--- src/rtl/enc_map.svh ---
// register offsets, field positions, reset values and scaling constants
`ifndef ENC_MAP_SVH
`define ENC_MAP_SVH

// ---------------------------------------------------------------
// address split: bits [7:4] pick the group, bits [3:0] the field
// ---------------------------------------------------------------
`define GRP_CH1           4'h0
`define GRP_CH2           4'h1
`define GRP_GLOBAL        4'h2

// ---------------------------------------------------------------
// per-channel field offsets
// ---------------------------------------------------------------
`define FLD_SIGNAL_TYPE   4'h0
`define FLD_EDGE_RES      4'h1
`define FLD_COUNT_SENSE   4'h2
`define FLD_SCALE         4'h3
`define FLD_REPEAT        4'h4
`define FLD_WRAP          4'h5
`define FLD_PRESET        4'h6
`define FLD_COUNT         4'h7

// ---------------------------------------------------------------
// global field offsets
// ---------------------------------------------------------------
`define FLD_FILTER        4'h0
`define FLD_RETENTION     4'h1
`define FLD_COMMAND       4'h2

// ---------------------------------------------------------------
// command register bit positions
// ---------------------------------------------------------------
`define CMD_PRESET1_BIT   0
`define CMD_PRESET2_BIT   1

// ---------------------------------------------------------------
// reset values
// ---------------------------------------------------------------
`define RST_SIGNAL_TYPE   2'h1
`define RST_EDGE_RES      2'h0
`define RST_COUNT_SENSE   1'h0
`define RST_SCALE         32'h000186a0
`define RST_REPEAT        8'h01
`define RST_WRAP          32'h00000000
`define RST_PRESET        32'h00000000
`define RST_FILTER        2'h0
`define RST_RETENTION     1'h0

// ---------------------------------------------------------------
// scaling: factor is held in units of 0.00001, one count = 1.00000
// ---------------------------------------------------------------
`define SCALE_ONE         32'sh000186a0
`define WRAP_MAX          32'h000f423f

`endif

--- src/rtl/enc_pkg.sv ---
// types shared by the encoder front end
package enc_pkg;

	typedef enum logic [1:0] {
		SIG_QUAD_DIFF = 2'b00,
		SIG_QUAD_SE   = 2'b01,
		SIG_CDIR_DIFF = 2'b10,
		SIG_CDIR_SE   = 2'b11
	} sig_type_t;

	typedef enum logic [1:0] {
		RES_X1  = 2'b00,
		RES_X2  = 2'b01,
		RES_X4  = 2'b10,
		RES_RSV = 2'b11
	} edge_res_t;

	typedef struct packed {
		logic [1:0]         sig_type;
		logic [1:0]         edge_res;
		logic               sense;
		logic [31:0]        scale;
		logic [7:0]         repeat_f;
		logic [31:0]        wrap;
		logic signed [31:0] preset;
		logic signed [31:0] count;
	} chan_t;

endpackage

--- src/rtl/enc_step_if.sv ---
// one-cycle count impulse with its direction
interface enc_step_if;
	logic step;
	logic up;
	modport src (output step, output up);
	modport dst (input step, input up);
endinterface
--- src/rtl/dual_encoder_count_front_end.sv ---
// two-channel encoder decode, scaling and counting with register port
//
// The implementer's own choices: the placing of the registers and the address-and-strobe port.
`include "enc_map.svh"

// Overview of operation
// (RULE1) type 0 or 1 decodes a/b as quadrature, differential or single
// (RULE2) type 2 or 3 counts pulses on a, direction from b level
// (RULE3) sensor holds b steady for direction, a carries pulses
// (RULE4) resolution 0/1/2 gives one, two or four counts per cycle; with type 2 or 3, resolution 2 gives two counts per pulse
// (RULE5) sense 0 counts up when a leads b, sense 1 counts down
// (RULE6) impulses scaled by fractional factor 0.00001 to 9.99999
// (RULE7) every impulse added as many times as multiplier 1 to 99
// (RULE8) round-loop zero counts unlimited, else wraps within 0 to n
// (RULE9) second channel has the same independent settings as first
// (RULE10) retention 0 clears counts at power return, 1 keeps them
// (RULE11) preset command loads each channel's own preset value
// (RULE12) inputs synchronised first, scaling remainders carried forward
// (RULE13) counting down below zero in round-loop continues from n
module dual_encoder_count_front_end
	import enc_pkg::*;
(
	// clock and reset
	input  wire logic        mclk,
	input  wire logic        sys_rst,
	// register port
	input  wire logic [7:0]  addr,
	input  wire logic [31:0] wr_data,
	input  wire logic        wr_en,
	input  wire logic        rd_en,
	output logic [31:0]      rd_data,
	// encoder pins: a, /a, b, /b per channel
	input  wire logic [3:0]  enc1_pins,
	input  wire logic [3:0]  enc2_pins,
	// control inputs
	input  wire logic [1:0]  ext_preset,
	input  wire logic        power_restore,
	// counter values
	output logic [31:0]      count1,
	output logic [31:0]      count2
);
	import enc_pkg::*;

	// ---------------------------------------------------------------
	// state
	// ---------------------------------------------------------------
	typedef struct packed {
		chan_t [1:0] ch;
		logic [1:0]  filter;
		logic        retain;
		logic [31:0] rd_data;
	} top_state_t;

	top_state_t s;
	top_state_t next_s;
	logic [1:0] preset_hit;
	logic [1:0] clear_scale;
	logic [1:0] cnt_step;
	logic [1:0] cnt_up;

	// ---------------------------------------------------------------
	// datapath per channel
	// ---------------------------------------------------------------
	enc_step_if dec_link[2] ();
	enc_step_if cnt_link[2] ();

	enc_decode u_dec1 (
		.mclk     (mclk),
		.sys_rst  (sys_rst),
		.sig_type (s.ch[0].sig_type),
		.edge_res (s.ch[0].edge_res),
		.sense    (s.ch[0].sense),
		.pins     (enc1_pins),
		.out      (dec_link[0])
	);

	enc_decode u_dec2 (
		.mclk     (mclk),
		.sys_rst  (sys_rst),
		.sig_type (s.ch[1].sig_type),
		.edge_res (s.ch[1].edge_res),
		.sense    (s.ch[1].sense),
		.pins     (enc2_pins),
		.out      (dec_link[1])
	);                                                      // [RULE9]

	enc_scale u_scl1 (
		.mclk     (mclk),
		.sys_rst  (sys_rst),
		.scale    (s.ch[0].scale),
		.repeat_f (s.ch[0].repeat_f),
		.clear    (clear_scale[0]),
		.din      (dec_link[0]),
		.dout     (cnt_link[0])
	);

	enc_scale u_scl2 (
		.mclk     (mclk),
		.sys_rst  (sys_rst),
		.scale    (s.ch[1].scale),
		.repeat_f (s.ch[1].repeat_f),
		.clear    (clear_scale[1]),
		.din      (dec_link[1]),
		.dout     (cnt_link[1])
	);

	assign cnt_step[0] = cnt_link[0].step;
	assign cnt_step[1] = cnt_link[1].step;
	assign cnt_up[0]   = cnt_link[0].up;
	assign cnt_up[1]   = cnt_link[1].up;

	// ---------------------------------------------------------------
	// preset and power-return clearing
	// ---------------------------------------------------------------
	always_comb begin
		preset_hit = ext_preset;
		if (wr_en && addr[7:4] == `GRP_GLOBAL
		    && addr[3:0] == `FLD_COMMAND) begin
			preset_hit[0] = ext_preset[0] | wr_data[`CMD_PRESET1_BIT];
			preset_hit[1] = ext_preset[1] | wr_data[`CMD_PRESET2_BIT];
		end
		clear_scale = preset_hit | {2{power_restore & ~s.retain}};
	end

	// ---------------------------------------------------------------
	// counter step with optional round-loop
	// ---------------------------------------------------------------
	function automatic logic signed [31:0] bump(
		input logic signed [31:0] cnt,
		input logic               up,
		input logic [31:0]        wrap
	);
		logic signed [31:0] lim;
		lim = $signed(wrap);
		if (wrap == 32'h0000_0000) begin
			bump = up ? cnt + 32'sh1 : cnt - 32'sh1;        // [RULE8]
		end else if (up) begin
			bump = (cnt >= lim) ? 32'sh0 : cnt + 32'sh1;    // [RULE8]
		end else begin
			bump = (cnt <= 32'sh0) ? lim : cnt - 32'sh1;    // [RULE13]
		end
	endfunction

	// ---------------------------------------------------------------
	// next state
	// ---------------------------------------------------------------
	always_comb begin
		logic [3:0] grp;
		grp            = 4'h0;
		next_s         = s;
		next_s.rd_data = 32'h0000_0000;
		for (int i = 0; i < 2; i++) begin
			if (cnt_step[i]) begin
				next_s.ch[i].count = bump(s.ch[i].count, cnt_up[i],
				                          s.ch[i].wrap);    // [RULE9]
			end
			if (power_restore && !s.retain) begin
				next_s.ch[i].count = 32'sh0;                 // [RULE10]
			end
			if (preset_hit[i]) begin
				next_s.ch[i].count = s.ch[i].preset;         // [RULE11]
			end
		end

		// register writes
		if (wr_en) begin
			for (int i = 0; i < 2; i++) begin
				grp = (i == 0) ? `GRP_CH1 : `GRP_CH2;
				if (addr[7:4] == grp) begin
					case (addr[3:0])
						`FLD_SIGNAL_TYPE: next_s.ch[i].sig_type = wr_data[1:0];
						`FLD_EDGE_RES:    next_s.ch[i].edge_res = wr_data[1:0];
						`FLD_COUNT_SENSE: next_s.ch[i].sense    = wr_data[0];
						`FLD_SCALE:       next_s.ch[i].scale    = wr_data;
						`FLD_REPEAT:      next_s.ch[i].repeat_f = wr_data[7:0];
						`FLD_WRAP:        next_s.ch[i].wrap     = wr_data;
						`FLD_PRESET:      next_s.ch[i].preset   = wr_data;
						default: ;
					endcase
				end
			end
			if (addr[7:4] == `GRP_GLOBAL) begin
				case (addr[3:0])
					`FLD_FILTER:    next_s.filter = wr_data[1:0];
					`FLD_RETENTION: next_s.retain = wr_data[0];
					default: ;
				endcase
			end
		end

		// register reads: data stand in the following cycle
		if (rd_en) begin
			for (int i = 0; i < 2; i++) begin
				grp = (i == 0) ? `GRP_CH1 : `GRP_CH2;
				if (addr[7:4] == grp) begin
					case (addr[3:0])
						`FLD_SIGNAL_TYPE:
							next_s.rd_data = {30'h0, s.ch[i].sig_type};
						`FLD_EDGE_RES:
							next_s.rd_data = {30'h0, s.ch[i].edge_res};
						`FLD_COUNT_SENSE:
							next_s.rd_data = {31'h0, s.ch[i].sense};
						`FLD_SCALE:
							next_s.rd_data = s.ch[i].scale;
						`FLD_REPEAT:
							next_s.rd_data = {24'h0, s.ch[i].repeat_f};
						`FLD_WRAP:
							next_s.rd_data = s.ch[i].wrap;
						`FLD_PRESET:
							next_s.rd_data = s.ch[i].preset;
						`FLD_COUNT:
							next_s.rd_data = s.ch[i].count;
						default:
							next_s.rd_data = 32'h0000_0000;
					endcase
				end
			end
			if (addr[7:4] == `GRP_GLOBAL) begin
				case (addr[3:0])
					`FLD_FILTER:    next_s.rd_data = {30'h0, s.filter};
					`FLD_RETENTION: next_s.rd_data = {31'h0, s.retain};
					default:        next_s.rd_data = 32'h0000_0000;
				endcase
			end
		end
	end

	// ---------------------------------------------------------------
	// registers
	// ---------------------------------------------------------------
	always_ff @(posedge mclk or posedge sys_rst) begin
		if (sys_rst) begin
			for (int i = 0; i < 2; i++) begin
				s.ch[i].sig_type <= `RST_SIGNAL_TYPE;        // [RULE1]
				s.ch[i].edge_res <= `RST_EDGE_RES;           // [RULE4]
				s.ch[i].sense    <= `RST_COUNT_SENSE;        // [RULE5]
				s.ch[i].scale    <= `RST_SCALE;              // [RULE6]
				s.ch[i].repeat_f <= `RST_REPEAT;             // [RULE7]
				s.ch[i].wrap     <= `RST_WRAP;               // [RULE8]
				s.ch[i].preset   <= `RST_PRESET;             // [RULE11]
				s.ch[i].count    <= 32'sh0;
			end
			s.filter  <= `RST_FILTER;
			s.retain  <= `RST_RETENTION;                     // [RULE10]
			s.rd_data <= 32'h0000_0000;
		end else begin
			s <= next_s;
		end
	end

	// ---------------------------------------------------------------
	// outputs
	// ---------------------------------------------------------------
	assign rd_data = s.rd_data;
	assign count1  = s.ch[0].count;
	assign count2  = s.ch[1].count;
endmodule

--- src/rtl/enc_decode.sv ---
// input synchroniser and a/b edge decoder for one channel
module enc_decode
	import enc_pkg::*;
(
	// clock and reset
	input  wire logic       mclk,
	input  wire logic       sys_rst,
	// configuration
	input  wire logic [1:0] sig_type,
	input  wire logic [1:0] edge_res,
	input  wire logic       sense,
	// encoder pins: a, /a, b, /b
	input  wire logic [3:0] pins,
	// decoded impulses
	enc_step_if.src         out
);
	typedef struct packed {
		logic [3:0] sync1;
		logic [3:0] sync2;
		logic       a_prev;
		logic       b_prev;
		logic       step;
		logic       up;
	} dec_state_t;

	dec_state_t s;
	dec_state_t next_s;
	logic       a_lvl;
	logic       b_lvl;
	logic       a_edge;
	logic       b_edge;
	logic       use_edge;
	logic       fwd;

	always_comb begin
		next_s       = s;
		next_s.sync1 = pins;
		next_s.sync2 = s.sync1;                              // [RULE12]
		// differential receivers see a high level when a > /a
		if (sig_type == SIG_QUAD_DIFF || sig_type == SIG_CDIR_DIFF) begin
			a_lvl = s.sync2[3] & ~s.sync2[2];
			b_lvl = s.sync2[1] & ~s.sync2[0];
		end else begin
			a_lvl = s.sync2[3];
			b_lvl = s.sync2[1];
		end
		next_s.a_prev = a_lvl;
		next_s.b_prev = b_lvl;
		a_edge = a_lvl ^ s.a_prev;
		b_edge = b_lvl ^ s.b_prev;
		use_edge = 1'b0;
		fwd      = 1'b0;
		if (sig_type[1]) begin
			// count on a, static direction on b (low = forward)
			fwd = ~b_lvl;                                    // [RULE2]
			case (edge_res)
				RES_X1:  use_edge = a_edge & a_lvl;          // [RULE4]
				default: use_edge = a_edge;
			endcase
		end else begin
			case (edge_res)
				RES_X1: begin
					use_edge = a_edge & a_lvl;               // [RULE1] [RULE4]
					fwd      = ~b_lvl;
				end
				RES_X2: begin
					use_edge = a_edge;                       // [RULE4]
					fwd      = a_lvl ^ b_lvl;
				end
				default: begin
					use_edge = a_edge | b_edge;              // [RULE4]
					fwd      = a_edge ? (a_lvl ^ b_lvl) : (a_lvl ~^ b_lvl);
				end
			endcase
		end
		next_s.step = use_edge;
		next_s.up   = fwd ^ sense;                           // [RULE5]
	end

	always_ff @(posedge mclk or posedge sys_rst) begin
		if (sys_rst) begin
			s <= '0;
		end else begin
			s <= next_s;
		end
	end

	assign out.step = s.step;
	assign out.up   = s.up;
endmodule

--- src/rtl/enc_scale.sv ---
// repeat and fractional scaling of decoded impulses
`include "enc_map.svh"

module enc_scale (
	// clock and reset
	input  wire logic        mclk,
	input  wire logic        sys_rst,
	// configuration
	input  wire logic [31:0] scale,
	input  wire logic [7:0]  repeat_f,
	input  wire logic        clear,
	// decoded impulses in, counts out
	enc_step_if.dst          din,
	enc_step_if.src          dout
);
	typedef struct packed {
		logic signed [31:0] residue;
		logic signed [15:0] pending;
		logic [7:0]         reps_left;
		logic               rep_up;
		logic               step;
		logic               up;
	} scl_state_t;

	scl_state_t         s;
	scl_state_t         next_s;
	logic signed [15:0] pend_in;
	logic [7:0]         reps;

	always_comb begin
		next_s      = s;
		next_s.step = 1'b0;
		reps        = (repeat_f == 8'h00) ? 8'h01 : repeat_f;
		pend_in     = s.pending;
		if (din.step) begin
			pend_in = din.up ? s.pending + 16'sh0001
			                 : s.pending - 16'sh0001;
		end
		// whole counts leave first, then the next repeat adds a fraction
		if (s.residue >= `SCALE_ONE) begin
			next_s.residue = s.residue - `SCALE_ONE;         // [RULE12]
			next_s.step    = 1'b1;
			next_s.up      = 1'b1;
		end else if (s.residue <= -`SCALE_ONE) begin
			next_s.residue = s.residue + `SCALE_ONE;         // [RULE12]
			next_s.step    = 1'b1;
			next_s.up      = 1'b0;
		end else if (s.reps_left != 8'h00) begin
			next_s.reps_left = s.reps_left - 8'h01;          // [RULE7]
			next_s.residue   = s.rep_up ? s.residue + $signed(scale)
			                            : s.residue - $signed(scale); // [RULE6]
		end else if (pend_in != 16'sh0000) begin
			next_s.reps_left = reps;                         // [RULE7]
			next_s.rep_up    = ~pend_in[15];
			pend_in = pend_in[15] ? pend_in + 16'sh0001
			                      : pend_in - 16'sh0001;
		end
		next_s.pending = pend_in;
		if (clear) begin
			next_s.residue   = '0;
			next_s.pending   = '0;
			next_s.reps_left = '0;
			next_s.step      = 1'b0;
		end
	end

	always_ff @(posedge mclk or posedge sys_rst) begin
		if (sys_rst) begin
			s <= '0;
		end else begin
			s <= next_s;
		end
	end

	assign dout.step = s.step;
	assign dout.up   = s.up;
endmodule

--- config.mk ---
export PLATFORM = sky130hd
export DESIGN_NAME = dual_encoder_count_front_end
export DESIGN_NICKNAME = d
export VERILOG_FILES = /design/src/rtl/enc_pkg.sv /design/src/rtl/enc_step_if.sv /design/src/rtl/dual_encoder_count_front_end.sv /design/src/rtl/enc_decode.sv /design/src/rtl/enc_scale.sv
export VERILOG_INCLUDE_DIRS = /design/src /design/src/rtl
export SDC_FILE = /design/constraint.sdc
export NUM_CORES = 2
export LEC_CHECK = 0
export ABC_AREA = 1
export BUFFER_PORTS_ARGS = -buffer_cell sky130_fd_sc_hd__buf_4
export CAP_MARGIN = 0
export CORE_ASPECT_RATIO = 1.5
export CORE_UTILIZATION = 58
export DETAILED_ROUTE_END_ITERATION = 16
export GPL_ROUTABILITY_DRIVEN = 1
export PLACE_DENSITY = 0.85
export SYNTH_ARGS = -nofsm -noshare
export SYNTH_HDL_FRONTEND = slang
export SYNTH_SLANG_ARGS = --single-unit
--- constraint.sdc ---
create_clock -name mclk -period 15.6 [get_ports mclk]
set_input_delay 2.34 -clock mclk [delete_from_list [all_inputs] [get_ports mclk]]
set_output_delay 2.34 -clock mclk [all_outputs]
set_load 0.01 [all_outputs]
==> summary.md <==
| Metric | Value |
|---|---|
| Share of layout cells above drive strength 1 | 7.05% |
| Sequential area share after synthesis | 29.6% |
| Drt pass-1 iters | 9 |
| Hold WC Path Type | register to register |
| Core area | 65900 sq um |
| Crit-path cells | buf_4 -> nor2_1 -> nand2_1 -> nor2_2 -> a21oi_4 -> inv_1 -> nor2_2 -> buf_4 -> inv_2 -> nor2_1 -> clkinv_1 -> buf_12 -> o21ai_0 -> inv_1 -> a22oi_1 |
| Library cells used by synthesis | 78 |
| FILL cells | 6238 |
| GRT Residual Overflow | 0 |
| Area of the mapped netlist | 38900 sq um |
| H-Tree Depth | 2 |
| Cell count after synthesis | 5789 |
| Avg WL per Cell | 21.7 um |
| CP Max Fanout | 44 |
| Worst slew pin tran | 1.24 ns |
| Lkg Pwr | 0.0203 uW |
| Design Area, Final | 41300 sq um |
| DIE AREA | 68100 sq um |
| PD cells | 181 nW/um^2 |
| CP startpoint kind | input port |
| Vias per cell | 6.26 |
| Initial antenna violation count | 4 |
| CTS Buf Count | 47 |
| CTS tree | done |
| Detail Placement HPWL | 107000 um |
| Row count | 115 |
| Cell area after placement | 39700 sq um |
| Final setup fails | 0 |
| VDD IR max | 0.000125 V |
| Slowest CP cell | nor2_1 |
| Worst-Skew Late Latency | 0.64 ns |
| Status | complete, no violations |
| Routed WL | 143000 um |
| Hold Fails Final Rpt | 0 |
| Root Buffer | clkbuf_16 |
| Clk sinks | 459 |
| Total power | 7470 uW |
| Area Overhead vs Synth | 6.16% |
| Number of routed nets with antenna violations | 0 |
| Post-CTS Hold Buffers | 0 |
| Via count | 41360 |
| Overall die width | 213 um |
| Final net count | 5948 |
| Period utilization | 41.2% |
| All-layer global routing usage | 41.8% |
| RSZ-0062 raised after global routing | no |
| Post-Syn Nets | 6042 |
| Syn_area_per_cell | 6.72 sq um |
| WP data arrival | 6.96 ns |
| Top-level port count | 151 |
| Drt initial violations | 4277 |
| Setup_tns | 0 ns |
| Port Buffers | 150 |
| Yosys warnings | 0 |
| First-pass GRT wire length | 219000 um |
| Die height | 319 um |
| # DRC | 0 |
| Vias in the first global route | 39704 |
| Post-cts resize count | 0 |
| Yosys reg bits | 459 |
| Number of synthesized flops with an enable pin | 0 |
| Fmax achieved | 0.155 GHz |
| Max-Cap Viols | 0 |
| Setup Skew | 0.0325 ns |
| Placer Congestion | 1.04 |
| Relative slew slack | 17.2% |
| Max-slew violation count | 0 |
| Critical path's largest stage delay | 0.87 ns |
| CP Capture Type | register |
| Clock Path Buffers | 3 |
| Worst EP required | 16.12 ns |
| Synth async-reset ratio | 100% |
| Post-CTS Setup Bufs | 0 |
| Worst Setup Path Type | input port to register |
| Fin crit period | 6.43 ns |
| Most used DFF post-synth | dfrtp_1 |
| Hold_ws | 0.347 ns |
| Initial Util | 59.0% |
| Pin count of the biggest net entering global routing | 168 |
| Worst-path clk slew | 0.06 ns |
cells by family after synthesis:
family / count (synthesis) / share of synthesized area (%)
xor gates and xnor gates: 261 / 5.88
buffers and inverters: 1038 / 11.4
and+or+nand+nor: 2583 / 28.4
adders and majority gates: 198 / 6.45
DFF: 459 / 29.6
AOI/OAI and AO/OA: 1250 / 18.3
cell type report:
type | count | area [sq um] | area share, %
inverter | 721 | 2720 | 6.60
multi-input combinational | 4292 | 23000 | 55.8
sequential | 459 | 11500 | 27.9
clock buffer | 64 | 1290 | 3.12
timing repair buffer | 174 | 1330 | 3.22
antenna | 1 | 2.50 | 0.00606
tap | 877 | 1100 | 2.66
clock inverter | 24 | 318 | 0.770
placed cells by master (no fill, tap or decap), types with 9 or more instances in the layout:
cell type / n
nor3_1: 93
clkbuf_16: 47
dfrtp_1: 443
nor2_1: 524
o21ai_1: 52
a221oi_1: 35
clkbuf_1: 12
o21ai_0: 553
o21bai_1: 9
a31oi_1: 24
a22oi_1: 16
a211oi_1: 13
o221ai_1: 29
ha_1: 194
o22ai_1: 57
inv_2: 28
nand2_2: 19
nand2_1: 1392
dfstp_2: 16
nand4_1: 102
nand3_1: 299
o21a_1: 11
nor2_2: 14
buf_4: 172
nand3b_1: 12
xor2_1: 195
o211ai_1: 29
nor4_1: 52
xnor2_1: 66
a21oi_1: 343
inv_1: 681
a311oi_1: 25
or2_2: 23
stage by stage:
stage               worst slack [ns]  util [%]  std cells
finish                          9.17      62.7       6612
floorplan                      0.489         -       5789
CTS                             9.17      62.6       6610
global placement                8.75      60.2       6522
global route                    8.91      62.7       6612
detailed placement              8.58      60.2       6522
cell usage after synthesis, types with 13 or more instances:
cell type / count / area [sq um]
a211oi_1: 13 / 97.6
dfstp_2: 16 / 420
inv_1: 683 / 2560
nor3_1: 94 / 470
a31oi_1: 24 / 150
o22ai_1: 57 / 357
a221oi_1: 35 / 307
inv_2: 28 / 105
nand3_1: 299 / 1500
dfrtp_1: 443 / 11100
o21ai_0: 553 / 2770
nand2_2: 15 / 93.8
o211ai_1: 29 / 218
a22oi_1: 16 / 120
ha_1: 194 / 2430
xor2_1: 195 / 1710
nor2_1: 530 / 1990
o21ai_1: 52 / 260
or2_2: 23 / 144
a21oi_1: 343 / 1720
a311oi_1: 25 / 219
nor4_1: 52 / 325
o221ai_1: 29 / 254
buf_2: 59 / 295
xnor2_1: 66 / 578
clkbuf_1: 139 / 522
nand2_1: 1396 / 5240
nand4_1: 102 / 638
buf_4: 98 / 736
worst max-delay path: cells and delay by family:
kind	cells	cell delay, ns
buf+inv	7	2.12
simple gates	5	1.55
compound gates	3	0.91
layer usage:
metal	share of wire [%]	GRT usage, %	up-vias
met5	0.023	0	-
met4	10	34.7	6
met3	9.4	8.34	794
met2	46	67.9	2470
met1	34	46.9	19167
li1	-	-	18923
sequential cells by signal, indices dropped and copies added, names as in the netlist, 4 cells and up:
| signal | count |
|---|---|
| u_dec1.s | 6 |
| u_dec2.next_s | 4 |
| count1 | 32 |
| u_scl2.s | 57 |
| u_dec1.next_s | 4 |
| count2 | 32 |
| rd_data | 32 |
| u_dec2.s | 6 |
| u_scl1.s | 57 |
| s | 221 |
where the power goes:
part | switching, uW | internal [uW] | total, uW
sequential | 456 | 1390 | 1850
combinational | 2940 | 1450 | 4390
clock | 555 | 676 | 1230
total | 3950 | 3520 | 7470
path summary, 6_finish.rpt:
check	slack [ns]	startpoint	cells past startpoint	endpoint
worst max-delay path	9.17	addr[3]	15	count2[26]
worst min-delay path	0.35	u_dec1.next_s[4]	0	u_dec1.s[4]
worst max register to register	10.67	s[280]	27	u_scl2.s[55]
worst min register to register	0.35	u_dec1.next_s[4]	0	u_dec1.s[4]
max in group asynchronous	12.23	sys_rst	3	u_scl1.s[38]
min in group asynchronous	1.87	sys_rst	2	s[231]
Power figures use the tool's default switching activity.
